`src/hw/cdgm_pkg.sv`:
```
package cdgm_pkg;

  // register byte addresses in the microcontroller space
  localparam logic [15:0] ADDR_RELEASE_TIME = 16'hA222;
  localparam logic [15:0] ADDR_GAIN_HIGH    = 16'hA223;
  localparam logic [15:0] ADDR_GAIN_LOW     = 16'hA224;
  localparam logic [15:0] ADDR_SILENCE      = 16'hA226;
  localparam logic [15:0] ADDR_LEVEL_CUT    = 16'hA227;

  // reset values
  localparam logic [7:0] RST_RELEASE_TIME = 8'h00;
  localparam logic [7:0] RST_GAIN_HIGH    = 8'h15;  // zero-run code 2, ramp exponent 5
  localparam logic [7:0] RST_GAIN_LOW     = 8'h05;  // hard mute style, auto silence on
  localparam logic [7:0] RST_SILENCE      = 8'h00;
  localparam logic [7:0] RST_LEVEL_CUT    = 8'h00;

  // field positions
  localparam int unsigned REL_UNIT_BIT     = 7;
  localparam int unsigned REL_TIME_MSB     = 6;
  localparam int unsigned GL_HARD_BIT      = 0;
  localparam int unsigned GL_IMMEDIATE_BIT = 1;
  localparam int unsigned GL_AUTO_BIT      = 2;
  localparam int unsigned GL_BYPASS_BIT    = 3;
  localparam int unsigned GL_RAMP_EN_BIT   = 4;
  localparam int unsigned GL_RAMP_UNIT_BIT = 5;
  localparam int unsigned GL_CLR_BIT       = 7;
  localparam int unsigned GH_EXP_LSB       = 0;
  localparam int unsigned GH_ZLEN_LSB      = 3;
  localparam int unsigned SIL_LEFT_BIT     = 0;
  localparam int unsigned SIL_RIGHT_BIT    = 1;

  // timing and levels
  localparam int unsigned SAMPLE_RATE_HZ   = 48000;
  localparam int unsigned MS_PER_SECOND    = 1000;
  localparam int unsigned SAMPLES_PER_MS   = SAMPLE_RATE_HZ / MS_PER_SECOND;
  localparam logic [3:0]  LONG_UNIT_MS     = 4'hA;
  localparam logic [12:0] ZERO_RUN_BASE    = 13'h0200;
  localparam logic [8:0]  ATT_SILENT       = 9'h0FF;
  localparam logic [7:0]  ATT_MAX_LIM      = 8'hFE;
  localparam logic [7:0]  LEVEL_CUT_HARD   = 8'hFF;
  localparam logic [8:0]  ATT_OCTAVE       = 9'h00C;
  localparam int unsigned MANT_FRAC_BITS   = 15;
  localparam int unsigned SAMPLE_W         = 24;

  typedef logic signed [SAMPLE_W-1:0] cdgm_sample_t;

  typedef struct packed {
    cdgm_sample_t left;
    cdgm_sample_t right;
  } cdgm_frame_s;

  typedef enum logic [0:0] {
    CDGM_HOLD_SILENT = 1'b0,
    CDGM_RUN         = 1'b1
  } cdgm_boot_e;

endpackage : cdgm_pkg

```
`src/hw/cdgm_gain_mute.sv`:
```
`timescale 1ns/1ps
// Summary of operation
// - limiter release time holds a seven-bit count of time units.
// - release unit bit picks ten millisecond units when set, one millisecond otherwise.
// - mute style after reset: zero soft, one hard; defaults to hard.
// - gain changes wait for a zero crossing unless immediate change is selected.
// - auto silence mutes on a long run of zero samples; enabled by default.
// - zero-run code picks 512, 1k, 2k or 4k samples; default code two.
// - bypass bit removes the gain multiply from the audio path.
// - ramp enable moves gain toward the new setting in single steps.
// - ramp interval is one shifted left by the exponent, default five.
// - ramp unit bit picks ten millisecond units when set, one otherwise.
// - writing one to the clear bit clears both limit latches.
// - left and right silence bits mute their channel independently.
// - a global mute input silences all channels.
// - level cut is half a dB per count; FFh hard mutes everything.
// - level cut applies equally to both channels; resets to 0 dB.
// - on release steps below threshold, limiter cut falls by the increment, floor zero.
// - limiter increment code selects 0.5, 1, 2 or 4 dB.
module cdgm_gain_mute
  import cdgm_pkg::*;
#(
  parameter int unsigned SAMPLES_PER_UNIT = SAMPLES_PER_MS
) (
  input  wire logic        clock,
  input  wire logic        reset,
  input  wire logic [15:0] reg_addr,
  input  wire logic [7:0]  reg_wdata,
  input  wire logic        reg_write,
  input  wire logic        reg_read,
  output logic      [7:0]  reg_rdata,
  input  wire logic        global_silence,
  input  wire logic [1:0]  limiter_step_code,
  input  wire logic        limiter_attack_step,
  input  wire logic        limiter_release_over,
  input  wire logic [1:0]  limit_hit,
  input  wire logic        in_valid,
  output logic             in_ready,
  input  wire cdgm_frame_s in_frame,
  output logic             out_valid,
  input  wire logic        out_ready,
  output cdgm_frame_s      out_frame,
  output logic      [1:0]  limit_flag_status,
  output logic      [7:0]  limiter_cut,
  output logic             auto_silenced
);

  if (SAMPLES_PER_UNIT < 1 || SAMPLES_PER_UNIT > 65535) begin : g_bad_rate
    $error("cdgm_gain_mute: SAMPLES_PER_UNIT out of range");
  end

  // address match, shared by the read and write decoders
  function automatic logic reg_sel(input logic [15:0] addr, input logic [15:0] target);
    reg_sel = (addr == target);
  endfunction : reg_sel

  // scale by 10^(-att/40); attenuation splits into 6 dB shifts and a half-dB mantissa
  function automatic cdgm_sample_t scale_sample(input cdgm_sample_t s, input logic [8:0] att);
    logic [8:0]         octave;
    logic [8:0]         frac;
    logic [15:0]        mant;
    logic signed [40:0] prod;
    octave = att / ATT_OCTAVE;
    frac   = att % ATT_OCTAVE;
    case (frac)
      9'h000:  mant = 16'h8000;
      9'h001:  mant = 16'h78D6;
      9'h002:  mant = 16'h7215;
      9'h003:  mant = 16'h6BB3;
      9'h004:  mant = 16'h65AD;
      9'h005:  mant = 16'h5FFD;
      9'h006:  mant = 16'h5A9E;
      9'h007:  mant = 16'h558C;
      9'h008:  mant = 16'h50C3;
      9'h009:  mant = 16'h4C3F;
      9'h00A:  mant = 16'h47FB;
      default: mant = 16'h43F4;
    endcase
    prod = $signed({{17{s[SAMPLE_W-1]}}, s}) * $signed({25'h0000000, mant});
    scale_sample = SAMPLE_W'(prod >>> (MANT_FRAC_BITS + 32'(octave)));
  endfunction : scale_sample

  // registers
  logic [7:0] release_time;
  logic [7:0] gain_high;
  logic [7:0] gain_low;
  logic [7:0] silence;
  logic [7:0] level_cut;
  cdgm_boot_e boot_state;

  // write and read decode
  wire wr_release = reg_write && reg_sel(reg_addr, ADDR_RELEASE_TIME);
  wire wr_high    = reg_write && reg_sel(reg_addr, ADDR_GAIN_HIGH);
  wire wr_low     = reg_write && reg_sel(reg_addr, ADDR_GAIN_LOW);
  wire wr_silence = reg_write && reg_sel(reg_addr, ADDR_SILENCE);
  wire wr_cut     = reg_write && reg_sel(reg_addr, ADDR_LEVEL_CUT);
  wire clear_latch = wr_low && reg_wdata[GL_CLR_BIT];
  wire [7:0] rd_word =
    reg_sel(reg_addr, ADDR_RELEASE_TIME) ? release_time :
    reg_sel(reg_addr, ADDR_GAIN_HIGH)    ? gain_high :
    reg_sel(reg_addr, ADDR_GAIN_LOW)     ? gain_low :
    reg_sel(reg_addr, ADDR_SILENCE)      ? silence :
    reg_sel(reg_addr, ADDR_LEVEL_CUT)    ? level_cut : 8'h00;

  // control field views
  wire       hard_style   = gain_low[GL_HARD_BIT];
  wire       immediate    = gain_low[GL_IMMEDIATE_BIT];
  wire       auto_enable  = gain_low[GL_AUTO_BIT];
  wire       bypass       = gain_low[GL_BYPASS_BIT];
  wire       ramp_enable  = gain_low[GL_RAMP_EN_BIT];
  wire       ramp_long    = gain_low[GL_RAMP_UNIT_BIT];
  wire [2:0] ramp_exp     = gain_high[GH_EXP_LSB +: 3];
  wire [1:0] zero_len     = gain_high[GH_ZLEN_LSB +: 2];
  wire       release_long = release_time[REL_UNIT_BIT];
  wire [6:0] release_cnt  = release_time[REL_TIME_MSB:0];

  // register file; reads return one cycle after the strobe, unmapped reads give zero
  always_ff @(posedge clock or posedge reset) begin
    if (reset) begin
      release_time <= RST_RELEASE_TIME;
      gain_high    <= RST_GAIN_HIGH;
      gain_low     <= RST_GAIN_LOW;
      silence      <= RST_SILENCE;
      level_cut    <= RST_LEVEL_CUT;
      reg_rdata    <= 8'h00;
    end else begin
      if (wr_release) release_time <= reg_wdata;
      if (wr_high)    gain_high    <= reg_wdata;
      if (wr_low)     gain_low     <= reg_wdata;
      if (wr_silence) silence      <= reg_wdata;
      if (wr_cut)     level_cut    <= reg_wdata;
      if (reg_read)   reg_rdata    <= rd_word;
    end
  end

  // outputs stay muted after reset until software touches the silence or level registers
  always_ff @(posedge clock or posedge reset) begin
    if (reset) begin
      boot_state <= CDGM_HOLD_SILENT;
    end else begin
      case (boot_state)
        CDGM_HOLD_SILENT: if (wr_silence || wr_cut) boot_state <= CDGM_RUN;
        CDGM_RUN:         boot_state <= CDGM_RUN;
        default:          boot_state <= CDGM_HOLD_SILENT;
      endcase
    end
  end

  // limit latches: a hit in the clearing cycle survives
  always_ff @(posedge clock or posedge reset) begin
    if (reset) limit_flag_status <= 2'h0;
    else       limit_flag_status <= (limit_flag_status & {2{!clear_latch}}) | limit_hit;
  end

  // sample-counted time bases; time only advances while audio flows
  logic [15:0] ms_count;
  logic [3:0]  ten_count;
  logic [7:0]  ramp_count;
  logic [6:0]  rel_count;
  wire         take       = in_valid && in_ready;
  wire         ms_tick    = take && (ms_count == 16'(SAMPLES_PER_UNIT - 1));
  wire         ten_tick   = ms_tick && (ten_count == LONG_UNIT_MS - 4'h1);
  wire         ramp_unit  = ramp_long ? ten_tick : ms_tick;
  wire         rel_unit   = release_long ? ten_tick : ms_tick;
  wire [7:0]   ramp_last  = 8'((9'h001 << ramp_exp) - 9'h001);
  wire         ramp_go    = ramp_unit && (ramp_count >= ramp_last);
  wire [6:0]   rel_last   = (release_cnt == 7'h00) ? 7'h00 : release_cnt - 7'h01;
  wire         release_go = rel_unit && (rel_count >= rel_last);

  always_ff @(posedge clock or posedge reset) begin
    if (reset) begin
      ms_count   <= 16'h0000;
      ten_count  <= 4'h0;
      ramp_count <= 8'h00;
      rel_count  <= 7'h00;
    end else begin
      if (take)      ms_count   <= ms_tick ? 16'h0000 : ms_count + 16'h0001;
      if (ms_tick)   ten_count  <= ten_tick ? 4'h0 : ten_count + 4'h1;
      // a new exponent restarts the interval, so the count never runs past its end
      if (wr_high)        ramp_count <= 8'h00;
      else if (ramp_unit) ramp_count <= ramp_go ? 8'h00 : ramp_count + 8'h01;
      if (rel_unit)  rel_count  <= release_go ? 7'h00 : rel_count + 7'h01;
    end
  end

  // limiter cut in half-dB: attack raises it, release lowers it toward zero
  wire [8:0] lim_inc  = 9'(9'h001 << limiter_step_code);
  wire [8:0] lim_up   = {1'h0, limiter_cut} + lim_inc;
  wire       lim_fall = release_go && !limiter_release_over && !limiter_attack_step;

  always_ff @(posedge clock or posedge reset) begin
    if (reset) begin
      limiter_cut <= 8'h00;
    end else if (limiter_attack_step) begin
      limiter_cut <= (lim_up > {1'h0, ATT_MAX_LIM}) ? ATT_MAX_LIM : lim_up[7:0];
    end else if (lim_fall) begin
      limiter_cut <= ({1'h0, limiter_cut} < lim_inc) ? 8'h00 : 8'(limiter_cut - lim_inc[7:0]);
    end
  end

  // zero-run detector across both channels
  logic [12:0] zero_run;
  wire  [12:0] zero_limit = 13'(ZERO_RUN_BASE << zero_len);
  wire         both_zero  = (in_frame.left == '0) && (in_frame.right == '0);

  always_ff @(posedge clock or posedge reset) begin
    if (reset) begin
      zero_run      <= 13'h0000;
      auto_silenced <= 1'h0;
    end else begin
      if (take) zero_run <= !both_zero ? 13'h0000 : (zero_run == zero_limit) ? zero_run : zero_run + 13'h0001;
      auto_silenced <= auto_enable && (zero_run >= zero_limit);
    end
  end

  // per-channel gain path
  cdgm_sample_t chan_in   [2];
  cdgm_sample_t chan_out  [2];
  logic [8:0]   chan_att  [2];
  logic         chan_hard [2];
  assign chan_in[0] = in_frame.left;
  assign chan_in[1] = in_frame.right;

  for (genvar ch = 0; ch < 2; ch++) begin : g_chan
    logic       prev_sign;
    logic       step_due;
    logic [8:0] cur_att;
    wire        own_mute = ch == 0 ? silence[SIL_LEFT_BIT] : silence[SIL_RIGHT_BIT];
    wire        muted    = own_mute || global_silence || auto_silenced
                           || (boot_state == CDGM_HOLD_SILENT);
    wire        hard     = (level_cut == LEVEL_CUT_HARD) || (muted && hard_style);
    wire [8:0]  target   = muted ? ATT_SILENT : {1'h0, level_cut};
    wire        crossing = (chan_in[ch] == '0) || (chan_in[ch][SAMPLE_W-1] != prev_sign);
    wire        apply_ok = take && (immediate || crossing);
    wire [8:0]  stepped  = (cur_att < target) ? cur_att + 9'h001 :
                           (cur_att > target) ? cur_att - 9'h001 : cur_att;
    wire [9:0]  total    = {1'h0, cur_att} + {2'h0, limiter_cut};
    wire        silent   = hard || (total >= {1'h0, ATT_SILENT});

    assign chan_att[ch]  = cur_att;
    assign chan_hard[ch] = hard;
    // a hard mute zeroes at once; bypass skips the multiply but keeps silence
    assign chan_out[ch]  = silent ? '0 : bypass ? chan_in[ch] : scale_sample(chan_in[ch], total[8:0]);

    always_ff @(posedge clock or posedge reset) begin
      if (reset) begin
        prev_sign <= 1'h0;
        step_due  <= 1'h0;
        cur_att   <= ATT_SILENT;
      end else begin
        if (take) prev_sign <= chan_in[ch][SAMPLE_W-1];
        step_due <= ramp_go || (step_due && !apply_ok);
        if (apply_ok && !ramp_enable) cur_att <= target;
        else if (apply_ok && step_due) cur_att <= stepped;
      end
    end

    property p_ramp_single_step;
      @(posedge clock) disable iff (reset)
        ramp_enable && $past(ramp_enable) |->
          (cur_att == $past(cur_att)) || (cur_att == $past(cur_att) + 9'h001)
          || (cur_att == $past(cur_att) - 9'h001);
    endproperty
    a_ramp_single_step: assert property (p_ramp_single_step) else $error("ramp moved more than one step");

    property p_wait_crossing;
      @(posedge clock) disable iff (reset)
        !immediate && !(take && crossing) |=> $stable(cur_att);
    endproperty
    a_wait_crossing: assert property (p_wait_crossing) else $error("gain changed away from zero crossing");
  end

  cdgm_frame_s proc_frame;
  assign proc_frame.left  = chan_out[0];
  assign proc_frame.right = chan_out[1];

  // a stalled receiver fills the buffer and then holds in_ready low
  cdgm_pair_buf #(
    .WIDTH ($bits(cdgm_frame_s))
  ) u_pair_buf (
    .clock     (clock),
    .reset     (reset),
    .in_valid  (in_valid),
    .in_ready  (in_ready),
    .in_data   (proc_frame),
    .out_valid (out_valid),
    .out_ready (out_ready),
    .out_data  (out_frame)
  );

  property p_latch_clear;
    @(posedge clock) disable iff (reset)
      clear_latch && (limit_hit == 2'h0) |=> limit_flag_status == 2'h0;
  endproperty
  a_latch_clear: assert property (p_latch_clear) else $error("limit latches not cleared");

  property p_latch_set_wins;
    @(posedge clock) disable iff (reset)
      limit_hit[0] |=> limit_flag_status[0] [*1] ##1 (limit_flag_status[0] || $past(clear_latch));
  endproperty
  a_latch_set_wins: assert property (p_latch_set_wins) else $error("limit hit lost");

  property p_master_hard;
    @(posedge clock) disable iff (reset)
      (level_cut == LEVEL_CUT_HARD) |-> (proc_frame == '0);
  endproperty
  a_master_hard: assert property (p_master_hard) else $error("hard master mute leaked audio");

  property p_left_hard;
    @(posedge clock) disable iff (reset)
      silence[SIL_LEFT_BIT] && hard_style |-> proc_frame.left == '0;
  endproperty
  a_left_hard: assert property (p_left_hard) else $error("left hard mute leaked audio");

  property p_bypass_pass;
    @(posedge clock) disable iff (reset)
      bypass && !chan_hard[1] && ({1'h0, chan_att[1]} + {2'h0, limiter_cut} < {1'h0, ATT_SILENT})
        |-> proc_frame.right == in_frame.right;
  endproperty
  a_bypass_pass: assert property (p_bypass_pass) else $error("bypass altered audio");

  property p_release_floor;
    @(posedge clock) disable iff (reset)
      lim_fall |=> limiter_cut == (({1'h0, $past(limiter_cut)} < $past(lim_inc)) ? 8'h00
                                   : 8'($past(limiter_cut) - $past(lim_inc[7:0])));
  endproperty
  a_release_floor: assert property (p_release_floor) else $error("release step wrong");

  property p_auto_cause;
    @(posedge clock) disable iff (reset)
      $rose(auto_silenced) |-> $past(auto_enable) && ($past(zero_run) >= $past(zero_limit));
  endproperty
  a_auto_cause: assert property (p_auto_cause) else $error("auto silence without zero run");

  property p_ramp_on_unit;
    @(posedge clock) disable iff (reset)
      ramp_go |-> (ramp_long ? ten_tick : ms_tick) && (ramp_count == ramp_last);
  endproperty
  a_ramp_on_unit: assert property (p_ramp_on_unit) else $error("ramp step off interval");

  c_auto_silence: cover property (@(posedge clock) disable iff (reset) $rose(auto_silenced));
  c_release_step: cover property (@(posedge clock) disable iff (reset) lim_fall && limiter_cut != 8'h00);
  c_buffer_stall: cover property (@(posedge clock) disable iff (reset) in_valid && !in_ready);
  c_soft_ramp:    cover property (@(posedge clock) disable iff (reset) ramp_enable && ramp_go);

endmodule : cdgm_gain_mute

```
`src/hw/cdgm_pair_buf.sv`:
```
`timescale 1ns/1ps
// two-entry buffer; head is the output flop so the receiver sees registered data
module cdgm_pair_buf
  import cdgm_pkg::*;
#(
  parameter int unsigned WIDTH = 48
) (
  input  wire logic             clock,
  input  wire logic             reset,
  input  wire logic             in_valid,
  output logic                  in_ready,
  input  wire logic [WIDTH-1:0] in_data,
  output logic                  out_valid,
  input  wire logic             out_ready,
  output logic      [WIDTH-1:0] out_data
);

  if (WIDTH < 1) begin : g_bad_width
    $error("cdgm_pair_buf: WIDTH must be at least 1");
  end

  logic             tail_valid;
  logic [WIDTH-1:0] tail;
  wire              push = in_valid && in_ready;
  wire              pop  = out_valid && out_ready;

  // ready mirrors an empty tail in a flop of its own, so a stalled receiver stops the source
  always_ff @(posedge clock or posedge reset) begin
    if (reset) begin
      out_valid  <= 1'h0;
      tail_valid <= 1'h0;
      in_ready   <= 1'h1;
      out_data   <= '0;
      tail       <= '0;
    end else if (pop && tail_valid) begin
      out_data   <= tail;
      tail_valid <= 1'h0;
      in_ready   <= 1'h1;
    end else if (pop) begin
      out_valid <= push;
      if (push) out_data <= in_data;
    end else if (push && !out_valid) begin
      out_valid <= 1'h1;
      out_data  <= in_data;
    end else if (push) begin
      tail_valid <= 1'h1;
      in_ready   <= 1'h0;
      tail       <= in_data;
    end
  end

endmodule : cdgm_pair_buf

```
`config.mk`:
```
export PLATFORM = sky130hd
export DESIGN_NAME = cdgm_gain_mute
export DESIGN_NICKNAME = d
export VERILOG_FILES = /design/src/hw/cdgm_pkg.sv /design/src/hw/cdgm_gain_mute.sv /design/src/hw/cdgm_pair_buf.sv
export SDC_FILE = /design/constraint.sdc
export NUM_CORES = 2
export LEC_CHECK = 0
export BUFFER_PORTS_ARGS = -buffer_cell sky130_fd_sc_hd__buf_2
export CORE_ASPECT_RATIO = 0.6
export CORE_UTILIZATION = 30
export CTS_CLUSTER_DIAMETER = 60
export DETAILED_ROUTE_END_ITERATION = 8
export GPL_ROUTABILITY_DRIVEN = 0
export GPL_TIMING_DRIVEN = 0
export PLACE_DENSITY_LB_ADDON = 0.15
export SYNTH_ARGS = -nofsm -noshare
export SYNTH_HDL_FRONTEND = slang
export SYNTH_SLANG_ARGS = --single-unit
export TNS_END_PERCENT = 100
```
`constraint.sdc`:
```
create_clock -name clock -period 30.6 [get_ports clock]
set_input_delay 0 -clock clock [delete_from_list [all_inputs] [get_ports clock]]
set_output_delay 0 -clock clock [all_outputs]
set_load 0.01 [all_outputs]
```
==> impl_metrics.tcl <==
set metrics [dict create \
    run_status "finished clean" \
    antenna_violating_nets_post_route 0 \
    setup_viol 0 \
    skew_ns 0.01878 \
    viasPerCell 5.243 \
    post-synth-top-area-cell "sky130_fd_sc_hd__fa_1" \
    timing.final.crit_period_ns 17.41 \
    design.core.area_um2 162300 \
    grt.total_usage 0.2361 \
    wire_per_inst_um 23.86 \
    critical_path.startpoint_type "flip-flop" \
    timing.critical_path.required_ns 31.09 \
    clock-root-buffer "sky130_fd_sc_hd__clkbuf_16" \
    route.detailed.drc 0 \
    clock.fmax_ghz 0.05744 \
    final_critical_path_setup_slack_ns 13.19 \
    yosys.area.top_type_share 0.3079 \
    synth_async_sr_flop_share 1.000 \
    ys_warns 0 \
    first_global_vias 42568 \
    vias 43034 \
    r2r-end "u_pair_buf.out_data[34]" \
    grt_max_degree 116 \
    detailed_placement_hpwl_um 163100 \
    timing.critical_path.to "u_pair_buf.out_data[34]" \
    finish.instance_area_um2 53930 \
    globalRouteOverflowTotal 0 \
    slew_headroom 0.05262 \
    synth_fp_nets 7004 \
    drt_first_pass_iters 7 \
    critical_path_depth 40 \
    maxSlewViolCount 0 \
    synth.lib_cells_used.distinct 103 \
    post_synth_instance_area_um2 49420 \
    crit_arrival_ns 17.90 \
    synth.yosys.seq_area_share 0.1165 \
    final_min_period_over_clock_period 0.5690 \
    clk_path_buf_depth 3 \
    start_util 0.3045 \
    cpMaxStageDelayCell "sky130_fd_sc_hd__a21boi_1" \
    clock_tree.htree_level_count 1 \
    die-height_um 316.4 \
    final_layout_size_suffix_gt1_frac 0.06607 \
    clock-sinks 229 \
    r2r_cells 40 \
    ys_top_cells_by_area "sky130_fd_sc_hd__fa_1 (31%), sky130_fd_sc_hd__dfrtp_1 (10%), sky130_fd_sc_hd__inv_1 (8.0%)" \
    footprint_of_the_flip_flops_and_latches_um2 5758 \
    fillers 17244 \
    worst_setup_path_startpoint "limiter_cut[1]" \
    grt_pass1_wl_um 292600 \
    full_die_area_um2 166400 \
    area_growth_pct 9.129 \
    std_cell_rows 114 \
    cts_repair_resize_count 0 \
    finalHoldViolCount 0 \
    synth_cells 5858 \
    drv_cap 0 \
    tritoncts "built" \
    synthTopCellsByCount "sky130_fd_sc_hd__inv_1 (1054), sky130_fd_sc_hd__nand2_1 (797), sky130_fd_sc_hd__fa_1 (760)" \
    setup_total_negative_slack_ns 0 \
    dieWidth_um 526.0 \
    setup.worst_path.class "flip-flop to flip-flop" \
    layout.nets 7180 \
    holdCritPathClass "input pin to flip-flop" \
    multi_input_combinational_cell_area_um2 38420 \
    clock_latency_ns 0.56 \
    endpoint_kind "flip-flop" \
    synth_most_common_cell "sky130_fd_sc_hd__inv_1" \
    ys_ff_latch 229 \
    postRouteWirelength_um 195800 \
    cpPeakStageDelay_ns 1.19 \
    timing_worst_slew_pin_value_ns 1.418 \
    placement.setup.worst_slack_ns 13.93 \
    r2r_setup_slk_ns 13.19 \
    path_delay_family "compound AO/OA/AOI/OAI gates" \
    antenna_found_initial 25 \
    port_buffers 118 \
    critPathMostFrequentCell "sky130_fd_sc_hd__fa_1" \
    critical_path.reg2reg.startpoint "limiter_cut[1]" \
    postPlaceCellArea_um2 52780 \
    cp_max_fo 10 \
    worstPathBufferInverterCount 7 \
    numCtsBuffers 27 \
    unrepaired_setup_endpoints_after_global_routing "no" \
    post_cts_hold_buffer_count 25 \
    floorplan.io_pins 154 \
    synthesis.area_per_instance_um2 8.437 \
    drt_iter0_markers 4646 \
    post-cts-setup-buffers 0 \
    ys_dominant_reg_cell "sky130_fd_sc_hd__dfrtp_1" \
    synth_edf_count 0 \
    clkTransAtPathRegs_ns 0.07 \
]
[registers in the layout, indices dropped and copies added, names as in the netlist, 4 cells and up]
name                 flops
reg_rdata                8
u_pair_buf.tail         48
limiter_cut              8
ten_count                4
zero_run                13
release_time             8
g_chan.cur_att          18
ramp_count               8
gain_high                8
level_cut                8
rel_count                7
ms_count                16
u_pair_buf.out_data     48
silence                  8
gain_low                 8
[area by class of cell]
cell class / instances / share of cell area
Antenna cell: 8 / 0.0003712
Inverter: 1057 / 0.07370
Timing Repair Buffer: 147 / 0.01689
Tap cell: 2146 / 0.04979
Clock inverter: 8 / 0.001531
Multi-Input combinational cell: 4255 / 0.7124
Clock buffer: 41 / 0.01424
Sequential cell: 229 / 0.1068
Buffer: 317 / 0.02429
[cells by family after synthesis]
logic type	synth area share
muxes	0.05944
xor gates and xnor gates	0.02972
AOI/OAI and AO/OA	0.1300
and+or+nand+nor	0.1734
adders and majority gates	0.3841
DFF	0.1165
other	0.00007588
buffers and inverters	0.1068
[per-stage QoR]
stage,utilization,cells,hold WS [ns]
2_1_floorplan,-,5858,0.08585
3_3_place_gp,0.3246,8122,0.1794
3_5_place_dp,0.3252,8125,-0.1067
4_1_cts,0.3319,8199,0.007114
5_1_grt,0.3322,8204,0.04512
6_report,0.3323,8208,0.02260
[worst min-delay path by stage]
stage | endpoint | cells past startpoint | start | slack, ns
finish | limiter_cut[1] | 4 | limiter_release_over | 0.02
global route | u_pair_buf.tail[0] | 4 | in_frame[0] | 0.05
CTS | u_pair_buf.tail[0] | 4 | in_frame[0] | 0.007
detailed placement | limiter_cut[1] | 2 | reset | -0.11
global placement | limit_flag_status[0] | 2 | limit_hit[0] | 0.18
floorplan | u_pair_buf.tail_valid | 1 | out_ready | 0.09
[layout by cell type (no fill, tap or decap), types with 58 or more instances in the layout]
master / n
sky130_fd_sc_hd__buf_2: 149
sky130_fd_sc_hd__inv_1: 1053
sky130_fd_sc_hd__mux2i_1: 112
sky130_fd_sc_hd__nand3_1: 111
sky130_fd_sc_hd__nand2_1: 797
sky130_fd_sc_hd__ha_1: 301
sky130_fd_sc_hd__mux2_2: 83
sky130_fd_sc_hd__a21o_1: 60
sky130_fd_sc_hd__xnor2_1: 106
sky130_fd_sc_hd__clkbuf_1: 259
sky130_fd_sc_hd__xor2_1: 58
sky130_fd_sc_hd__a21oi_1: 235
sky130_fd_sc_hd__fa_1: 760
sky130_fd_sc_hd__o21ai_0: 222
sky130_fd_sc_hd__dfrtp_1: 207
sky130_fd_sc_hd__nor2_1: 265
sky130_fd_sc_hd__nor3_1: 73
sky130_fd_sc_hd__and2_1: 294
[per-layer routing]
| layer | vias to the layer above | GRT usage | share of wire |
|---|---|---|---|
| li1 | 19281 | - | - |
| met1 | 21656 | 0.3853 | 0.51 |
| met2 | 1950 | 0.3028 | 0.36 |
| met3 | 143 | 0.06355 | 0.11 |
| met4 | 4 | 0.03449 | 0.016 |
| met5 | - | 0 | 0.00020 |
[tightest hold or removal path: stages]
cell and delay [ns]:
sky130_fd_sc_hd__buf_2 0.10, sky130_fd_sc_hd__nor3_1 0.12, sky130_fd_sc_hd__a32oi_1 0.21, sky130_fd_sc_hd__nand3_1 0.09
Power is not shown: default switching activity piles up to over one toggle a cycle in this logic, so the estimate is an artifact.
